<file path="src/design/lip_defs.svh">
// Constants of the legacy byte-wide port adapter: offsets, fields, resets, timing.
// Assumes inclusion by bare name from every file that needs them.
`ifndef LIP_DEFS_SVH
`define LIP_DEFS_SVH

// Byte offsets of the sixteen one-byte slots
`define LIP_OFF_PORT_B_DATA 13'h0000
`define LIP_OFF_PORT_A_DATA 13'h0200
`define LIP_OFF_PORT_B_DIR 13'h0400
`define LIP_OFF_PORT_A_DIR 13'h0600
`define LIP_OFF_T1_CNT_LO 13'h0800
`define LIP_OFF_T1_CNT_HI 13'h0a00
`define LIP_OFF_T1_RLD_LO 13'h0c00
`define LIP_OFF_T1_RLD_HI 13'h0e00
`define LIP_OFF_T2_CNT_LO 13'h1000
`define LIP_OFF_T2_CNT_HI 13'h1200
`define LIP_OFF_SHIFTER 13'h1400
`define LIP_OFF_AUX_SETUP 13'h1600
`define LIP_OFF_HS_SETUP 13'h1800
`define LIP_OFF_IRQ_FLAGS 13'h1a00
`define LIP_OFF_IRQ_EN 13'h1c00
`define LIP_OFF_PORT_A_ALIAS 13'h1e00

// Slot spacing: slot index starts at this bit
`define LIP_SLOT_SHIFT 9

// Port A field positions
`define LIP_PA_CLK_SEL_BIT 3
`define LIP_PA_WAIT_A_BIT 4
`define LIP_PA_WAIT_B_BIT 6
`define LIP_PA_WAIT_IN_BIT 7

// Bits that read their pin when input; others read zero, except port A bit 7, which shows the gated wait
`define LIP_PA_PIN_MASK 8'h58
`define LIP_PB_PIN_MASK 8'h00

// Reset values
`define LIP_DATA_RST 8'h00
`define LIP_DIR_RST 8'h00

// Internal adapter clock period (us) and system clock period (ns)
`define LIP_INT_CLK_PERIOD_US 1.27655
`define LIP_MCLK_PERIOD_NS 8.0

`endif

</file>
<file path="src/design/lip_pkg.sv">
// Types shared by the legacy byte-wide port adapter.
// Assumes nothing beyond a SystemVerilog compiler.
package lip_pkg;

  // Bus access sequencer states, one-hot
  typedef enum logic [2:0] {
    LIP_ST_IDLE = 3'b001,
    LIP_ST_WAIT = 3'b010,
    LIP_ST_ACK = 3'b100
  } lip_state_t;

  // Index of a one-byte register slot
  typedef logic [3:0] lip_slot_t;

  // One byte of register or port data
  typedef logic [7:0] lip_byte_t;

endpackage

</file>
<file path="src/design/lip_tick.sv">
// One-shot delay: a done pulse a fixed number of cycles after start.
// Assumes start comes from logic on the same clock.
`timescale 1ns/10ps
`default_nettype none
module lip_tick #(
  parameter int CYC = 160
) (
  input wire logic mclk_i,
  input wire logic rst_n_i,
  input wire logic ce_i,
  input wire logic start_i,
  output logic done_o
);
  import lip_pkg::*;

  logic [15:0] cnt_q; // Cycles left in the current delay
  logic done_q; // Pulse at the end of the delay

  // Load on start, count down to zero
  always_ff @(posedge mclk_i or negedge rst_n_i)
  begin
    if (!rst_n_i)
    begin
      cnt_q <= 16'h0000;
      done_q <= 1'b0;
    end
    else if (ce_i)
    begin
      if (start_i)
      begin
        cnt_q <= 16'(CYC);
      end
      else if (cnt_q != 16'h0000)
      begin
        cnt_q <= cnt_q - 16'h0001;
      end
      done_q <= (!start_i) && (cnt_q == 16'h0001);
    end
  end

  assign done_o = done_q;
endmodule // lip_tick
`default_nettype wire

</file>
<file path="src/design/lip_port.sv">
// Pin side of one 8-bit port: synchronisers and the read-back value.
// Assumes pin inputs arrive asynchronously to mclk_i.
`timescale 1ns/10ps
`default_nettype none
module lip_port #(
  parameter logic [7:0] PIN_MASK = 8'h00
) (
  input wire logic mclk_i,
  input wire logic rst_n_i,
  input wire logic ce_i,
  input wire logic [7:0] pin_i,
  input wire logic [7:0] data_i,
  input wire logic [7:0] dir_i,
  output logic [7:0] rd_o
);
  import lip_pkg::*;

  lip_byte_t meta_q; // First synchroniser stage, read by sync_q only
  lip_byte_t sync_q; // Second synchroniser stage

  // Two-flop synchroniser for the pins
  always_ff @(posedge mclk_i or negedge rst_n_i)
  begin
    if (!rst_n_i)
    begin
      meta_q <= 8'h00;
      sync_q <= 8'h00;
    end
    else if (ce_i)
    begin
      meta_q <= pin_i;
      sync_q <= meta_q;
    end
  end

  // Outputs read their latch; unused inputs read zero
  assign rd_o = (dir_i & data_i) | (~dir_i & sync_q & PIN_MASK);
endmodule // lip_port
`default_nettype wire

</file>
<file path="src/design/lip_top.sv">
// Legacy byte-wide port adapter: sixteen-slot register map behind classic
// Wishbone, two 8-bit bidirectional ports, clock select and wait gating.
// Assumes a single-cycle classic Wishbone master on mclk_i, asynchronous
// pins and serial wait/request lines, and a clock mux outside this block.
`timescale 1ns/10ps
`default_nettype none
`include "lip_defs.svh"
module lip_top #(
  // Cycles of mclk_i in one internal adapter period, rounded up
  parameter int TICK_CYC = int'($ceil(`LIP_INT_CLK_PERIOD_US * 1000.0 / `LIP_MCLK_PERIOD_NS))
) (
  input wire logic mclk_i,
  input wire logic rst_n_i,
  input wire logic ce_i,
  // Classic Wishbone slave
  input wire logic wb_cyc_i,
  input wire logic wb_stb_i,
  input wire logic wb_we_i,
  input wire logic [12:0] wb_adr_i,
  input wire logic [3:0] wb_sel_i,
  input wire logic [31:0] wb_dat_i,
  output logic [31:0] wb_dat_o,
  output logic wb_ack_o,
  // Port A pins
  input wire logic [7:0] port_a_in_i,
  output logic [7:0] port_a_out_o,
  output logic [7:0] port_a_oe_o,
  // Port B pins
  input wire logic [7:0] port_b_in_i,
  output logic [7:0] port_b_out_o,
  output logic [7:0] port_b_oe_o,
  // Serial controller side
  input wire logic chan_a_wait_request_n_i,
  input wire logic chan_b_wait_request_n_i,
  output logic chan_a_rxtx_clock_pin_ext_o,
  output logic chan_a_wait_gate_o,
  output logic chan_b_wait_gate_o
);
  import lip_pkg::*;

  // Slot index of a byte address
  function automatic lip_slot_t slot_of(input logic [12:0] adr);
    slot_of = adr[12:`LIP_SLOT_SHIFT];
  endfunction

  // Address lies on a slot boundary
  function automatic logic on_slot(input logic [12:0] adr);
    on_slot = (adr[`LIP_SLOT_SHIFT-1:0] == 9'h000);
  endfunction

  // Address selects a given register offset exactly
  function automatic logic hits(input logic [12:0] adr, input logic [12:0] off);
    hits = on_slot(adr) && (slot_of(adr) == slot_of(off));
  endfunction

  // Bit is driven high: direction out and latch one
  function automatic logic drives_one(input lip_byte_t data, input lip_byte_t dir,
                                      input int pos);
    drives_one = dir[pos] & data[pos];
  endfunction

  // Register state
  lip_state_t state_q; // Bus access sequencer
  lip_state_t state_d; // Next sequencer state
  lip_byte_t pa_data_q; // Port A output latch
  lip_byte_t pb_data_q; // Port B output latch
  lip_byte_t pa_dir_q; // Port A direction, one drives
  lip_byte_t pb_dir_q; // Port B direction, one drives
  logic ack_q; // Wishbone acknowledge
  logic [31:0] rdat_q; // Wishbone read data
  logic clk_sel_q; // Serial clock source select
  logic gate_a_q; // Channel A wait gate
  logic gate_b_q; // Channel B wait gate

  // Wait/request synchronisers
  logic wra_meta_q; // First stage, channel A
  logic wra_q; // Synchronised channel A wait, low active
  logic wrb_meta_q; // First stage, channel B
  logic wrb_q; // Synchronised channel B wait, low active

  // Combinational helpers
  logic req; // A request is present on the bus
  logic tick_start; // Starts the internal period delay
  logic tick_done; // Internal period has elapsed
  logic commit; // Access completes this edge
  logic wr_en; // Write to the low byte lane
  logic wait_n; // Gated wait/request, low active
  lip_byte_t pa_rd; // Port A read-back from pin logic
  lip_byte_t pb_rd; // Port B read-back from pin logic
  lip_byte_t pa_view; // Port A read-back with bit 7 patched
  lip_byte_t rd_byte; // Selected register byte

  assign req = wb_cyc_i && wb_stb_i;
  assign tick_start = (state_q == LIP_ST_IDLE) && req;
  assign commit = (state_q == LIP_ST_WAIT) && tick_done;
  // Writes land at the edge where the master samples ack, while it still holds the request
  assign wr_en = (state_q == LIP_ST_ACK) && req && wb_we_i && wb_sel_i[0];

  // Internal period delay that paces every access
  lip_tick #(
    .CYC(TICK_CYC)
  ) u_tick (
    .mclk_i(mclk_i),
    .rst_n_i(rst_n_i),
    .ce_i(ce_i),
    .start_i(tick_start),
    .done_o(tick_done)
  );

  // Port A pin logic and read-back
  lip_port #(
    .PIN_MASK(`LIP_PA_PIN_MASK)
  ) u_port_a (
    .mclk_i(mclk_i),
    .rst_n_i(rst_n_i),
    .ce_i(ce_i),
    .pin_i(port_a_in_i),
    .data_i(pa_data_q),
    .dir_i(pa_dir_q),
    .rd_o(pa_rd)
  );

  // Port B pin logic and read-back, every bit unused
  lip_port #(
    .PIN_MASK(`LIP_PB_PIN_MASK)
  ) u_port_b (
    .mclk_i(mclk_i),
    .rst_n_i(rst_n_i),
    .ce_i(ce_i),
    .pin_i(port_b_in_i),
    .data_i(pb_data_q),
    .dir_i(pb_dir_q),
    .rd_o(pb_rd)
  );

  // Synchronise the serial controller wait/request lines
  always_ff @(posedge mclk_i or negedge rst_n_i)
  begin
    if (!rst_n_i)
    begin
      wra_meta_q <= 1'b1;
      wra_q <= 1'b1;
      wrb_meta_q <= 1'b1;
      wrb_q <= 1'b1;
    end
    else if (ce_i)
    begin
      wra_meta_q <= chan_a_wait_request_n_i;
      wra_q <= wra_meta_q;
      wrb_meta_q <= chan_b_wait_request_n_i;
      wrb_q <= wrb_meta_q;
    end
  end

  // Disabled channels read inactive high; enabled ones pass through
  assign wait_n = (gate_a_q ? wra_q : 1'b1) & (gate_b_q ? wrb_q : 1'b1);

  // Bit 7 shows the gated wait state while it is an input
  always_comb
  begin
    pa_view = pa_rd;
    if (!pa_dir_q[`LIP_PA_WAIT_IN_BIT])
    begin
      pa_view[`LIP_PA_WAIT_IN_BIT] = wait_n;
    end
  end

  // Read mux over the sixteen slots
  always_comb
  begin
    rd_byte = 8'h00;
    if (on_slot(wb_adr_i))
    begin
      case (slot_of(wb_adr_i))
        slot_of(`LIP_OFF_PORT_B_DATA): rd_byte = pb_rd;
        slot_of(`LIP_OFF_PORT_A_DATA): rd_byte = pa_view;
        slot_of(`LIP_OFF_PORT_B_DIR): rd_byte = pb_dir_q;
        slot_of(`LIP_OFF_PORT_A_DIR): rd_byte = pa_dir_q;
        slot_of(`LIP_OFF_PORT_A_ALIAS): rd_byte = pa_view;
        // Timer, shifter, setup and interrupt slots are inert
        default: rd_byte = 8'h00;
      endcase
    end
  end

  // Sequencer: take request, wait one internal period, acknowledge
  always_comb
  begin
    state_d = state_q;
    case (state_q)
      LIP_ST_IDLE:
      begin
        // New request starts the period delay
        if (req)
        begin
          state_d = LIP_ST_WAIT;
        end
      end
      LIP_ST_WAIT:
      begin
        // Complete only when the full period has passed
        if (tick_done)
        begin
          state_d = LIP_ST_ACK;
        end
      end
      LIP_ST_ACK:
      begin
        // Master releases the request at this edge
        state_d = LIP_ST_IDLE;
      end
      default:
      begin
        state_d = LIP_ST_IDLE;
      end
    endcase
  end

  // Sequencer state register
  always_ff @(posedge mclk_i or negedge rst_n_i)
  begin
    if (!rst_n_i)
    begin
      state_q <= LIP_ST_IDLE;
    end
    else if (ce_i)
    begin
      state_q <= state_d;
    end
  end

  // Acknowledge and read data, one cycle per access
  always_ff @(posedge mclk_i or negedge rst_n_i)
  begin
    if (!rst_n_i)
    begin
      ack_q <= 1'b0;
      rdat_q <= 32'h0000_0000;
    end
    else if (ce_i)
    begin
      ack_q <= commit;
      if (commit && !wb_we_i)
      begin
        rdat_q <= {24'h00_0000, rd_byte};
      end
      else
      begin
        rdat_q <= 32'h0000_0000;
      end
    end
  end

  // Port A latch, reached from its own slot and the alias slot
  always_ff @(posedge mclk_i or negedge rst_n_i)
  begin
    if (!rst_n_i)
    begin
      pa_data_q <= `LIP_DATA_RST;
    end
    else if (ce_i)
    begin
      if (wr_en && (hits(wb_adr_i, `LIP_OFF_PORT_A_DATA) ||
                    hits(wb_adr_i, `LIP_OFF_PORT_A_ALIAS)))
      begin
        pa_data_q <= wb_dat_i[7:0];
      end
    end
  end

  // Port B latch
  always_ff @(posedge mclk_i or negedge rst_n_i)
  begin
    if (!rst_n_i)
    begin
      pb_data_q <= `LIP_DATA_RST;
    end
    else if (ce_i)
    begin
      if (wr_en && hits(wb_adr_i, `LIP_OFF_PORT_B_DATA))
      begin
        pb_data_q <= wb_dat_i[7:0];
      end
    end
  end

  // Direction registers, cleared to inputs at reset
  always_ff @(posedge mclk_i or negedge rst_n_i)
  begin
    if (!rst_n_i)
    begin
      pa_dir_q <= `LIP_DIR_RST;
      pb_dir_q <= `LIP_DIR_RST;
    end
    else if (ce_i)
    begin
      if (wr_en && hits(wb_adr_i, `LIP_OFF_PORT_A_DIR))
      begin
        pa_dir_q <= wb_dat_i[7:0];
      end
      if (wr_en && hits(wb_adr_i, `LIP_OFF_PORT_B_DIR))
      begin
        pb_dir_q <= wb_dat_i[7:0];
      end
    end
  end

  // Control lines follow the driven port A bits
  always_ff @(posedge mclk_i or negedge rst_n_i)
  begin
    if (!rst_n_i)
    begin
      clk_sel_q <= 1'b0;
      gate_a_q <= 1'b0;
      gate_b_q <= 1'b0;
    end
    else if (ce_i)
    begin
      // One routes the external serial clock, zero the fixed clock
      clk_sel_q <= drives_one(pa_data_q, pa_dir_q, `LIP_PA_CLK_SEL_BIT);
      gate_a_q <= drives_one(pa_data_q, pa_dir_q, `LIP_PA_WAIT_A_BIT);
      gate_b_q <= drives_one(pa_data_q, pa_dir_q, `LIP_PA_WAIT_B_BIT);
    end
  end

  // Outputs straight from flip-flops
  assign wb_ack_o = ack_q;
  assign wb_dat_o = rdat_q;
  assign port_a_out_o = pa_data_q;
  assign port_a_oe_o = pa_dir_q;
  assign port_b_out_o = pb_data_q;
  assign port_b_oe_o = pb_dir_q;
  assign chan_a_rxtx_clock_pin_ext_o = clk_sel_q;
  assign chan_a_wait_gate_o = gate_a_q;
  assign chan_b_wait_gate_o = gate_b_q;

endmodule // lip_top
`default_nettype wire

</file>
<file path="config.mk">
export PLATFORM = sky130hd
export DESIGN_NAME = lip_top
export DESIGN_NICKNAME = d
export VERILOG_FILES = /design/src/design/lip_pkg.sv /design/src/design/lip_tick.sv /design/src/design/lip_port.sv /design/src/design/lip_top.sv
export VERILOG_INCLUDE_DIRS = /design/src /design/src/design
export SDC_FILE = /design/constraint.sdc
export NUM_CORES = 1
export LEC_CHECK = 0
export ABC_AREA = 1
export BUFFER_PORTS_ARGS = -buffer_cell sky130_fd_sc_hd__buf_2
export CAP_MARGIN = 20
export CORE_MARGIN = 3
export CORE_UTILIZATION = 55
export CTS_CLUSTER_SIZE = 28
export DETAILED_ROUTE_END_ITERATION = 12
export GPL_ROUTABILITY_DRIVEN = 0
export PLACE_DENSITY = 0.95
export SLEW_MARGIN = 20
export SYNTH_ARGS = -nofsm -noshare
export SYNTH_HDL_FRONTEND = slang
export SYNTH_HIERARCHICAL = 1
export SYNTH_SLANG_ARGS = --single-unit
</file>
<file path="constraint.sdc">
create_clock -name mclk_i -period 3.5 [get_ports mclk_i]
set_input_delay 0.175 -clock mclk_i [delete_from_list [all_inputs] [get_ports mclk_i]]
set_output_delay 0.175 -clock mclk_i [all_outputs]
set_load 0.03 [all_outputs]
</file>
==> results of run 1 <==
-- layout by cell type, fill, tap and decap left out, types with 3 or more instances in the layout --
cell / instances
nand3_1: 46
conb_1: 24
nand2_2: 4
o21ai_0: 12
or2_2: 3
dfstp_2: 5
nor2_2: 3
dfrtp_1: 69
o21ai_2: 20
nand3_4: 4
buf_2: 76
nor2_4: 4
o21ai_1: 23
nand2_1: 196
clkbuf_8: 10
nor2_1: 51
bufinv_16: 4
inv_1: 67
inv_2: 6
nand4_1: 3
-- layout make-up --
cell class              instances  area share, %
multi-input cells             402           39.1
flip-flops and latches         74           38.7
clock buffers                  11           2.94
inverters                      73           5.70
well taps                      99           2.58
repair buffers                 79           8.44
clock inverters                 5           2.60
-- how the worst max path moves through the flow --
| stage | start | to | cells after the start |
|---|---|---|---|
| 2_1_floorplan | state_q[0]$_DFFE_PN1P_ | u_tick/cnt_q[0]$_DFFE_PN0P_ | 10 |
| 3_5_place_dp | state_q[0]$_DFFE_PN1P_ | u_tick/cnt_q[7]$_DFFE_PN0P_ | 10 |
| 5_1_grt | state_q[0]$_DFFE_PN1P_ | u_tick/cnt_q[7]$_DFFE_PN0P_ | 10 |
| 6_report | state_q[0]$_DFFE_PN1P_ | u_tick/cnt_q[7]$_DFFE_PN0P_ | 10 |
| 3_3_place_gp | state_q[0]$_DFFE_PN1P_ | u_tick/cnt_q[7]$_DFFE_PN0P_ | 10 |
| 4_1_cts | state_q[0]$_DFFE_PN1P_ | u_tick/cnt_q[7]$_DFFE_PN0P_ | 10 |
-- per-layer routing --
layer,global-route usage (%),wire length (µm),vias to the layer above
met1,28.8,3890,1828
met3,5.63,896,44
met5,0,0,-
li1,-,-,1843
met4,11.0,323,0
met2,41.9,4960,227
-- power by group --
part	internal, mW	switching (mW)
sequential	0.964	0.119
clock	0.564	0.311
combinational	0.233	0.485
total	1.76	0.914
-- worst max-delay path, stage by stage, from the launching register on --
cell,delay [ns]
dfstp_2,0.55
nand3_1,0.12
nor2_1,0.37
nor2_1,0.10
nand3_1,0.13
nor2_1,0.08
nand2_2,0.09
nand2_4,0.18
inv_1,0.19
nand2_1,0.07
o21ai_1,0.07
-- registers in the layout, summed over array words and instances, names as in the netlist --
register	cells
u_tick/cnt_q	16
port_a_oe_o	8
port_a_out_o	8
port_b_oe_o	8
port_b_out_o	8
wb_dat_o	8
state_q	3
u_port_a/meta_q	3
u_port_a/sync_q	3
chan_a_rxtx_clock_pin_ext_o	1
chan_a_wait_gate_o	1
chan_b_wait_gate_o	1
u_tick/done_o	1
wb_ack_o	1
wra_meta_q	1
wra_q	1
wrb_meta_q	1
wrb_q	1
-- kinds of logic (layout without fill, tap and decap cells) --
kind of cell	count (synthesis)	in the layout	synth area share (%)
and+or+nand+nor	318	318	33.2
buffers and inverters	108	168	13.0
DFF	74	74	44.3
AOI/OAI and AO/OA	57	57	8.65
adders and majority gates	2	2	0.596
other	1	24	0.0894
xor gates and xnor gates	1	1	0.209
-- metrics by stage --
stage | instance area [µm²] | power (mW) | setup WS (ns)
finish | 4810 | 2.68 | 1.47
global route | 4810 | 2.85 | 1.19
CTS | 4810 | 2.67 | 1.53
detailed placement | 4530 | 1.78 | 1.56
global placement | 4530 | 1.72 | 1.65
floorplan | 4280 | 1.63 | 1.92
-- what timing repair did --
item,4_1_cts,5_1_grt
endpoints found under the hold margin,25,0
hold buffers,1,0
resized for setup,0,0
buffers inserted,0,0
==> metrics.txt, run 1 <==
status completed; Worst-path clk slew 0.08 ns; ANT nets after route 0; # Max-Cap Violations 0; worst slew pin tran between 0.6 and 0.7 ns; Worst-Skew Late Latency between 0.3 and 0.4 ns; RSZ-0062 raised after global routing false; vias in the first global route 3720; fin util 65.6%; most frequent cell after synthesis nand2_1; critical path peak fanout 25; I/O pin count about 140; Cell Area, Synth roughly 0.0042 mm²; clock root cell clkbuf_8; area of the multi-input gates between 0.0015 and 0.002 mm²; gr ovfl total 0; drt drc 0; Tot GR Track Use about a quarter; Seq cells post-synth 74; WP data required 3.77 ns; critical path class reg2reg; endpoints failing setup 0; Hold EP u_port_a/meta_q[3]$_DFFE_PN0P_; fin crit period between 2 and 2.5 ns; Power Dens Cells roughly 560 mW/mm²; R2R depth 10; Slew HR roughly 59%; largest area contributor in the netlist dfrtp_1; Async SR Flop Fraction 100%; crit end category register; share of cells above drive strength 1 a little under a quarter; Slew Viols, Final 0; diodes inserted 0; Worst Hold Launch port_a_in_i[3]; first-pass GRT wire length ~17000 µm; Hold Fails Final Rpt 0; maximum vdd drop between 0.2 and 0.3 mV; dpl hpwl 7190 µm; worst r2r src state_q[0]$_DFFE_PN1P_; nets just over 700; synth cell count leaders nand2_1 (196), dfrtp_1 (69), inv_1 (67); Core Area approximately 0.0073 mm²; area delta synth->final 14.6%; maximum buffer depth of the clock tree 2; Clock Sinks between 70 and 80; post-synth cell types 28; reg2reg end u_tick/cnt_q[7]$_DFFE_PN0P_; vias after detailed routing around 3.9k; WL final just over 10000 µm; pin count of the biggest net entering global routing 50; Fill cells 553; Post-Syn Instances between 500 and 600; PortBufs between 70 and 80; CTS tree built; Tcrit/Tclk final 58.1%; Post-synth EDFFs 0; yosys warns 6; DRT iter0 DRCs 270; startpoint type of the worst setup path register; top-area cell type share of the netlist area roughly two fifths; initial antenna violation count 0; CP Data Arrival Time 2.31 ns; ranking of synthesized cells by area dfrtp_1 (41%), nand2_1 (18%), inv_1 (6.0%); R2R setup slack ~1.5 ns; final hold slack just over 0.03 ns; register area share after synthesis roughly 44%; WL/cell ~14 µm; P_leak ~2.7 nW; die area between 0.008 and 0.009 mm²; Setup TNS 0 ns; 1st-pass router iterations 5; Hold Crit Class in2reg; hold path depth 3; H-tree depth 3; dpl cells approximately 730; clk_skew about 0.0096 ns; Avg Vias per Cell about 5.3; starting density of the core 57.2%; Max Fclk slightly below 500 MHz; post-route non-filler standard cell count 743; DIE WIDTH between 90 and 100 µm; Post-Syn Area per Cell 7.48 µm²; Vert. Die Dim 93.3 µm; ys flop type dfrtp_1; cts bufs inserted 9; Rows 31; register area between 0.0015 and 0.002 mm²
Note: power is estimated with default switching activity, not from simulation.
==> run 2: changes to the inputs <==
- CORE_UTILIZATION: 55 -> 46
- PLACE_DENSITY: 0.95 -> 0.89
- clock period: 3.5 -> 1.8 ns (I/O delays scaled with it)
==> run 2 against run 1 <==
Net effect: critical path depth is the same; largest power group unchanged; combinational power grew 95%; via count shrank 2.2%; sequential power grew 94%.
==> metrics.txt, run 2 (synthesized netlist as in run 1, its figures left out) <==
Tot GR Track Use 20.3% (-4.0 points); final setup margin 0.167 ns (-1.30 ns); gr ovfl total 0 (unchanged); WL final 9980 µm (-0.83%); Tcrit/Tclk final 90.7% (+33 points); Worst-Skew Late Latency 0.36 ns (about the same); initial antenna violation count 0 (unchanged); crit path cell chain nand3_1 -> nor2_1 -> nor2_1 -> nand3_1 -> nor2_1 -> nand2_2 -> nand2_4 -> buf_12 -> nand2_1 -> o21ai_0; H-tree depth 3 (unchanged); Slew Viols, Final 0 (unchanged); RSZ-0062 raised after global routing false; Fill cells 774 (+40%); Avg Vias per Cell 5.06 (-4.6%); drt drc 0 (unchanged); maximum buffer depth of the clock tree 2 (unchanged); commonest non-fill, non-tap cell in the layout nand2_1; endpoints failing setup 0 (unchanged); share of cells above drive strength 1 22.9% (+0.42 points); CTS tree built; most used cell, CP nor2_1; WL/cell 13.1 µm (-3.3%); area delta synth->final 16.0%; Hold Crit Class in2reg; DIE WIDTH 102 µm (+8.7%); status completed; worst slack at placement 0.186 ns (-1.38 ns); 1st-pass router iterations 5 (unchanged); critical path peak fanout 17 (-32%); register area 0.00186 mm² (unchanged); WP data required 2.03 ns (-1.74 ns); PortBufs 76 (unchanged); Vert. Die Dim 102 µm (+8.7%); vias in the first global route 3782 (+1.7%); diodes inserted 0 (unchanged); vias after detailed routing 3856 (-2.2%); Clock Sinks 74 (unchanged); dpl hpwl 7340 µm (+2.0%); I/O pin count 141 (unchanged); crit end category register; critical path class reg2reg; CP Data Arrival Time 1.87 ns (-0.44 ns); Largest Register u_tick/cnt_q; pin count of the biggest net entering global routing 75 (+50%); startpoint type of the worst setup path register; clk_skew 0.0165 ns (+0.00693 ns); fin crit period 1.63 ns (-0.400 ns); max incr delay on CP 0.55 ns (about the same); Hold Fails Final Rpt 0 (unchanged); most frequent cells in the layout nand2_1 (196), buf_2 (76), dfrtp_1 (69), inv_1 (67), nor2_1 (51); starting density of the core 47.6% (-9.6 points); # Max-Cap Violations 0 (unchanged); area of the multi-input gates 0.00188 mm² (unchanged); cts bufs inserted 9 (unchanged); DRT iter0 DRCs 278 (+3.0%); first-pass GRT wire length 16600 µm (-1.4%); Rows 34 (+9.7%); nets 724 (+1.4%); P_leak 2.73 nW (+1.0%); Max Fclk 612 MHz (+24%); Setup TNS 0 ns (unchanged); ANT nets after route 0 (unchanged); maximum vdd drop 0.748 mV (+200%); Worst-path clk slew 0.08 ns (about the same); Core Area 0.00881 mm² (+20%); Power Dens Cells 996 mW/mm² (+79%); max reg flops 16 (unchanged); Crit-path slowest cell dfstp_2; clock root cell clkbuf_8; die area 0.0103 mm² (+18%)
## run 2: changes by cell type in the layout (fill, tap and decap cells not counted)
cell,change
clkbuf_8,+1
buf_4,+3
inv_6,+1
bufinv_16,-3
buf_12,+2
dlygate4sd3_1,+5
clkinv_2,+1
## run 2: critical path: cells and delay by family, from the launching register on
family	cells	cell delay [ns]
AO/OA/AOI/OAI	1	0.08
AND/OR/NAND/NOR	8	0.73
flip-flops	1	0.55
buffers and inverters	1	0.16
## run 2: through the flow
stage,std cells,hold WS [ns],instance area (µm²),utilization [%],power (mW)
2_1_floorplan,584,-0.206,4280,-,3.16
3_3_place_gp,740,0.142,4600,52.3,3.39
3_5_place_dp,740,0.147,4600,52.3,3.49
4_1_cts,762,0.0401,4870,55.3,4.84
5_1_grt,762,0.0607,4870,55.3,5.18
6_report,762,0.0440,4870,55.3,4.85
## run 2: what timing repair did
item | CTS | global route
setup buffers | 0 | 0
endpoints found under the hold margin | 74 | 0
hold buffers | 6 | 0
endpoints found under the setup margin | 0 | 0
resized for setup | 0 | 0
## run 2: routing by layer
layer | up-vias | wire (µm) | track usage [%]
met5 | - | 0 | 0
met4 | 0 | 214 | 9.00
met3 | 26 | 649 | 4.75
met2 | 147 | 5110 | 35.2
met1 | 1814 | 4010 | 23.8
li1 | 1869 | - | -
## run 2: final timing paths
kind,slack (ns),depth (start not counted),from,end
setup reg to reg,0.17,10,state_q[0]$_DFFE_PN1P_,u_tick/cnt_q[0]$_DFFE_PN0P_
hold / removal,0.04,3,wb_dat_i[1],port_b_oe_o[1]$_DFFE_PN0P_
max in group asynchronous,1.17,3,rst_n_i,state_q[0]$_DFFE_PN1P_
hold reg to reg,0.46,2,wrb_meta_q$_DFFE_PN1P_,wrb_meta_q$_DFFE_PN1P_
min in group asynchronous,0.26,3,rst_n_i,u_tick/cnt_q[9]$_DFFE_PN0P_
setup / recovery,0.17,10,state_q[0]$_DFFE_PN1P_,u_tick/cnt_q[0]$_DFFE_PN0P_
## run 2: final cells by class
cell class / count / area share [%]
multi-input combinational: 402 / 38.6
sequential: 74 / 38.2
tap: 108 / 2.78
timing repair buffer: 89 / 10.6
inverter: 73 / 5.63
clock inverter: 4 / 1.00
clock buffer: 12 / 3.19
## run 2: power breakdown
part / switching (mW) / total (mW) / internal (mW) / leakage (nW)
clock: 0.625 / 1.34 / 0.717 / 0.107
combinational: 0.924 / 1.40 / 0.481 / 1.64
sequential: 0.226 / 2.10 / 1.87 / 0.989
total: 1.77 / 4.85 / 3.07 / 2.73
==> run 3: changes to the inputs <==
- CELL_PAD_IN_SITES_DETAIL_PLACEMENT: default -> 0
- CELL_PAD_IN_SITES_GLOBAL_PLACEMENT: default -> 1
- CORE_UTILIZATION: 46 -> 32
- PLACE_DENSITY: 0.89 -> 0.88
- SLEW_MARGIN: 20 -> default
==> run 3 against run 2 <==
Net effect: critical path depth did not move; non-clock buffer count increased by 4; first-iteration DRC count decreased by 17%; global-route usage down 6.2 points; sequential share of layout area shrank 1.4 points; sequential power about the same; register-to-register slack about the same; core utilization shrank 16 points; flip-flop and latch count unchanged; cell area rose by 3.8%; largest power group unchanged; highest routed layer unchanged.
==> metrics.txt, run 3 (synthesized netlist as in run 1, its figures left out) <==
Post-CTS Setup Repair Bufs 0 (unchanged); CP Data Arrival Time 1.85 ns (-0.02 ns); fin crit period 1.63 ns (+0.000829 ns); WL/cell 12.0 µm (-8.7%); maximum vdd drop 0.587 mV (-22%); CTS tree built; Hold EP port_b_oe_o[6]$_DFFE_PN0P_; nets 728 (+0.55%); Slew Viols, Final 0 (unchanged); 1st-pass router iterations 4 (-1); endpoints failing setup 0 (unchanged); worst r2r src state_q[0]$_DFFE_PN1P_; vias after detailed routing 3585 (-7.0%); dpl cells 808 (+9.2%); WP data required 2.01 ns (-0.02 ns); commonest non-fill, non-tap cell in the layout nand2_1; first-pass GRT wire length 16300 µm (-1.9%); R2R setup slack 0.17 ns (about the same); Clock Sinks 74 (unchanged); Largest Register u_tick/cnt_q; cts bufs inserted 9 (unchanged); Tcrit/Tclk final 90.8% (about the same); share of cells above drive strength 1 23.7% (+0.81 points); area delta synth->final 20.5%; pin count of the biggest net entering global routing 75 (unchanged); clock root cell clkbuf_16; H-tree depth 3 (unchanged); Worst-path clk slew 0.06 ns (-0.02 ns); reg2reg end u_tick/cnt_q[1]$_DFFE_PN0P_; register area 0.00186 mm² (unchanged); DIE WIDTH 121 µm (+19%); Tot Pwr 5.13 mW (+5.9%); diodes inserted 0 (unchanged); gr ovfl total 0 (unchanged); critical path class reg2reg; crit end category register; RSZ-0062 raised after global routing false; Setup TNS 0 ns (unchanged); P_leak 2.78 nW (+1.8%); initial antenna violation count 0 (unchanged); Hold Fails Final Rpt 0 (unchanged); starting density of the core 33.0% (-15 points); WL final 9910 µm (-0.70%); I/O pin count 141 (unchanged); startpoint type of the worst setup path register; Hold Crit Class in2reg; # Max-Cap Violations 0 (unchanged); DRT iter0 DRCs 230 (-17%); area of the multi-input gates 0.00190 mm² (+1.0%); vias in the first global route 3319 (-12%); Worst Hold Launch wb_dat_i[6]; clk_skew 0.00355 ns (-0.0130 ns); post-route non-filler standard cell count 829 (+8.8%); hold path depth 3 (unchanged); Power Dens Cells 1020 mW/mm² (+2.0%); Vert. Die Dim 121 µm (+19%); maximum buffer depth of the clock tree 2 (unchanged); Tot GR Track Use 14.1% (-6.2 points); Rows 41 (+21%); critical path peak fanout 15 (-2); drt drc 0 (unchanged); Max Fclk 612 MHz (about the same); dpl hpwl 7370 µm (+0.35%); Core Area 0.0127 mm² (+44%); Avg Vias per Cell 4.32 (-15%); die area 0.0145 mm² (+41%); Fill cells 1359 (+76%); ANT nets after route 0 (unchanged); R2R depth 10 (unchanged); max reg flops 16 (unchanged); Worst-Skew Late Latency 0.33 ns (-0.03 ns); status completed; most frequent cells in the layout nand2_1 (196), buf_2 (76), dfrtp_1 (69), inv_1 (67), nor2_1 (49); PortBufs 76 (unchanged)
run 3: cell types whose count changed in the layout (fill, tap and decap cells not counted), sizes merged:
cell | before | now
clkinv | 2 | 5
clkbuf | 12 | 10
bufinv | 1 | 0
buf | 83 | 87
inv | 74 | 73
run 3: per-layer routing:
layer	vias up	global-route usage [%]	wire length, µm
met1	1615	17.8	4410
met3	10	3.41	556
met4	0	3.75	123
met2	85	24.2	4820
li1	1875	-	-
met5	-	0	0
run 3: how the worst max path moves through the flow:
| stage | from | end | slack [ns] | depth (start not counted) |
|---|---|---|---|---|
| after floorplan | state_q[0]$_DFFE_PN1P_ | u_tick/cnt_q[0]$_DFFE_PN0P_ | 0.22 | 10 |
| after global placement | state_q[0]$_DFFE_PN1P_ | u_tick/cnt_q[0]$_DFFE_PN0P_ | 0.15 | 10 |
| after detailed placement | state_q[0]$_DFFE_PN1P_ | u_tick/cnt_q[0]$_DFFE_PN0P_ | 0.13 | 10 |
| after CTS | state_q[0]$_DFFE_PN1P_ | u_tick/cnt_q[2]$_DFFE_PN0P_ | 0.10 | 10 |
| after global routing | state_q[0]$_DFFE_PN1P_ | u_tick/cnt_q[0]$_DFFE_PN0P_ | 0.003 | 10 |
| final | state_q[0]$_DFFE_PN1P_ | u_tick/cnt_q[1]$_DFFE_PN0P_ | 0.17 | 10 |
run 3: layout make-up:
| cell class | count | area share [%] |
|---|---|---|
| sequential | 74 | 36.8 |
| tap | 172 | 4.26 |
| clock inverter | 5 | 0.644 |
| clock buffer | 10 | 4.53 |
| timing repair buffer | 93 | 10.8 |
| inverter | 73 | 5.42 |
| multi-input combinational | 402 | 37.5 |
run 3: what timing repair did:
item | 4_1_cts | 5_1_grt
hold buffers | 6 | 0
resized for setup | 0 | 4
setup endpoints to repair | 0 | 8
endpoints found under the hold margin | 74 | 0
run 3: per-stage QoR:
step           cell area, µm²  hold slack (ns)  setup slack (ns)  utilization [%]
6_report                 5050           0.0761             0.166             39.7
5_1_grt                  5050           0.0861           0.00278             39.7
4_1_cts                  5030           0.0769             0.101             39.6
3_5_place_dp             4710            0.153             0.135             37.0
3_3_place_gp             4710            0.153             0.147             37.0
2_1_floorplan            4280           -0.206             0.223                -
run 3: report_power, final:
group          internal (mW)  switching, mW  leakage [nW]
Sequential              1.88          0.216         0.989
Clock                  0.923          0.692         0.132
Combinational          0.526          0.898          1.66
Total                   3.33           1.81          2.78
run 3: worst max-delay path: stages (launching register included):
cell and delay, ns:
dfstp_2 0.55, nand3_2 0.11, nor2_2 0.14, nor2_1 0.06, nand3_1 0.11, nor2_2 0.06, nand2_2 0.10, nand2_8 0.11
buf_12 0.16, nand2_1 0.05, o21ai_0 0.07
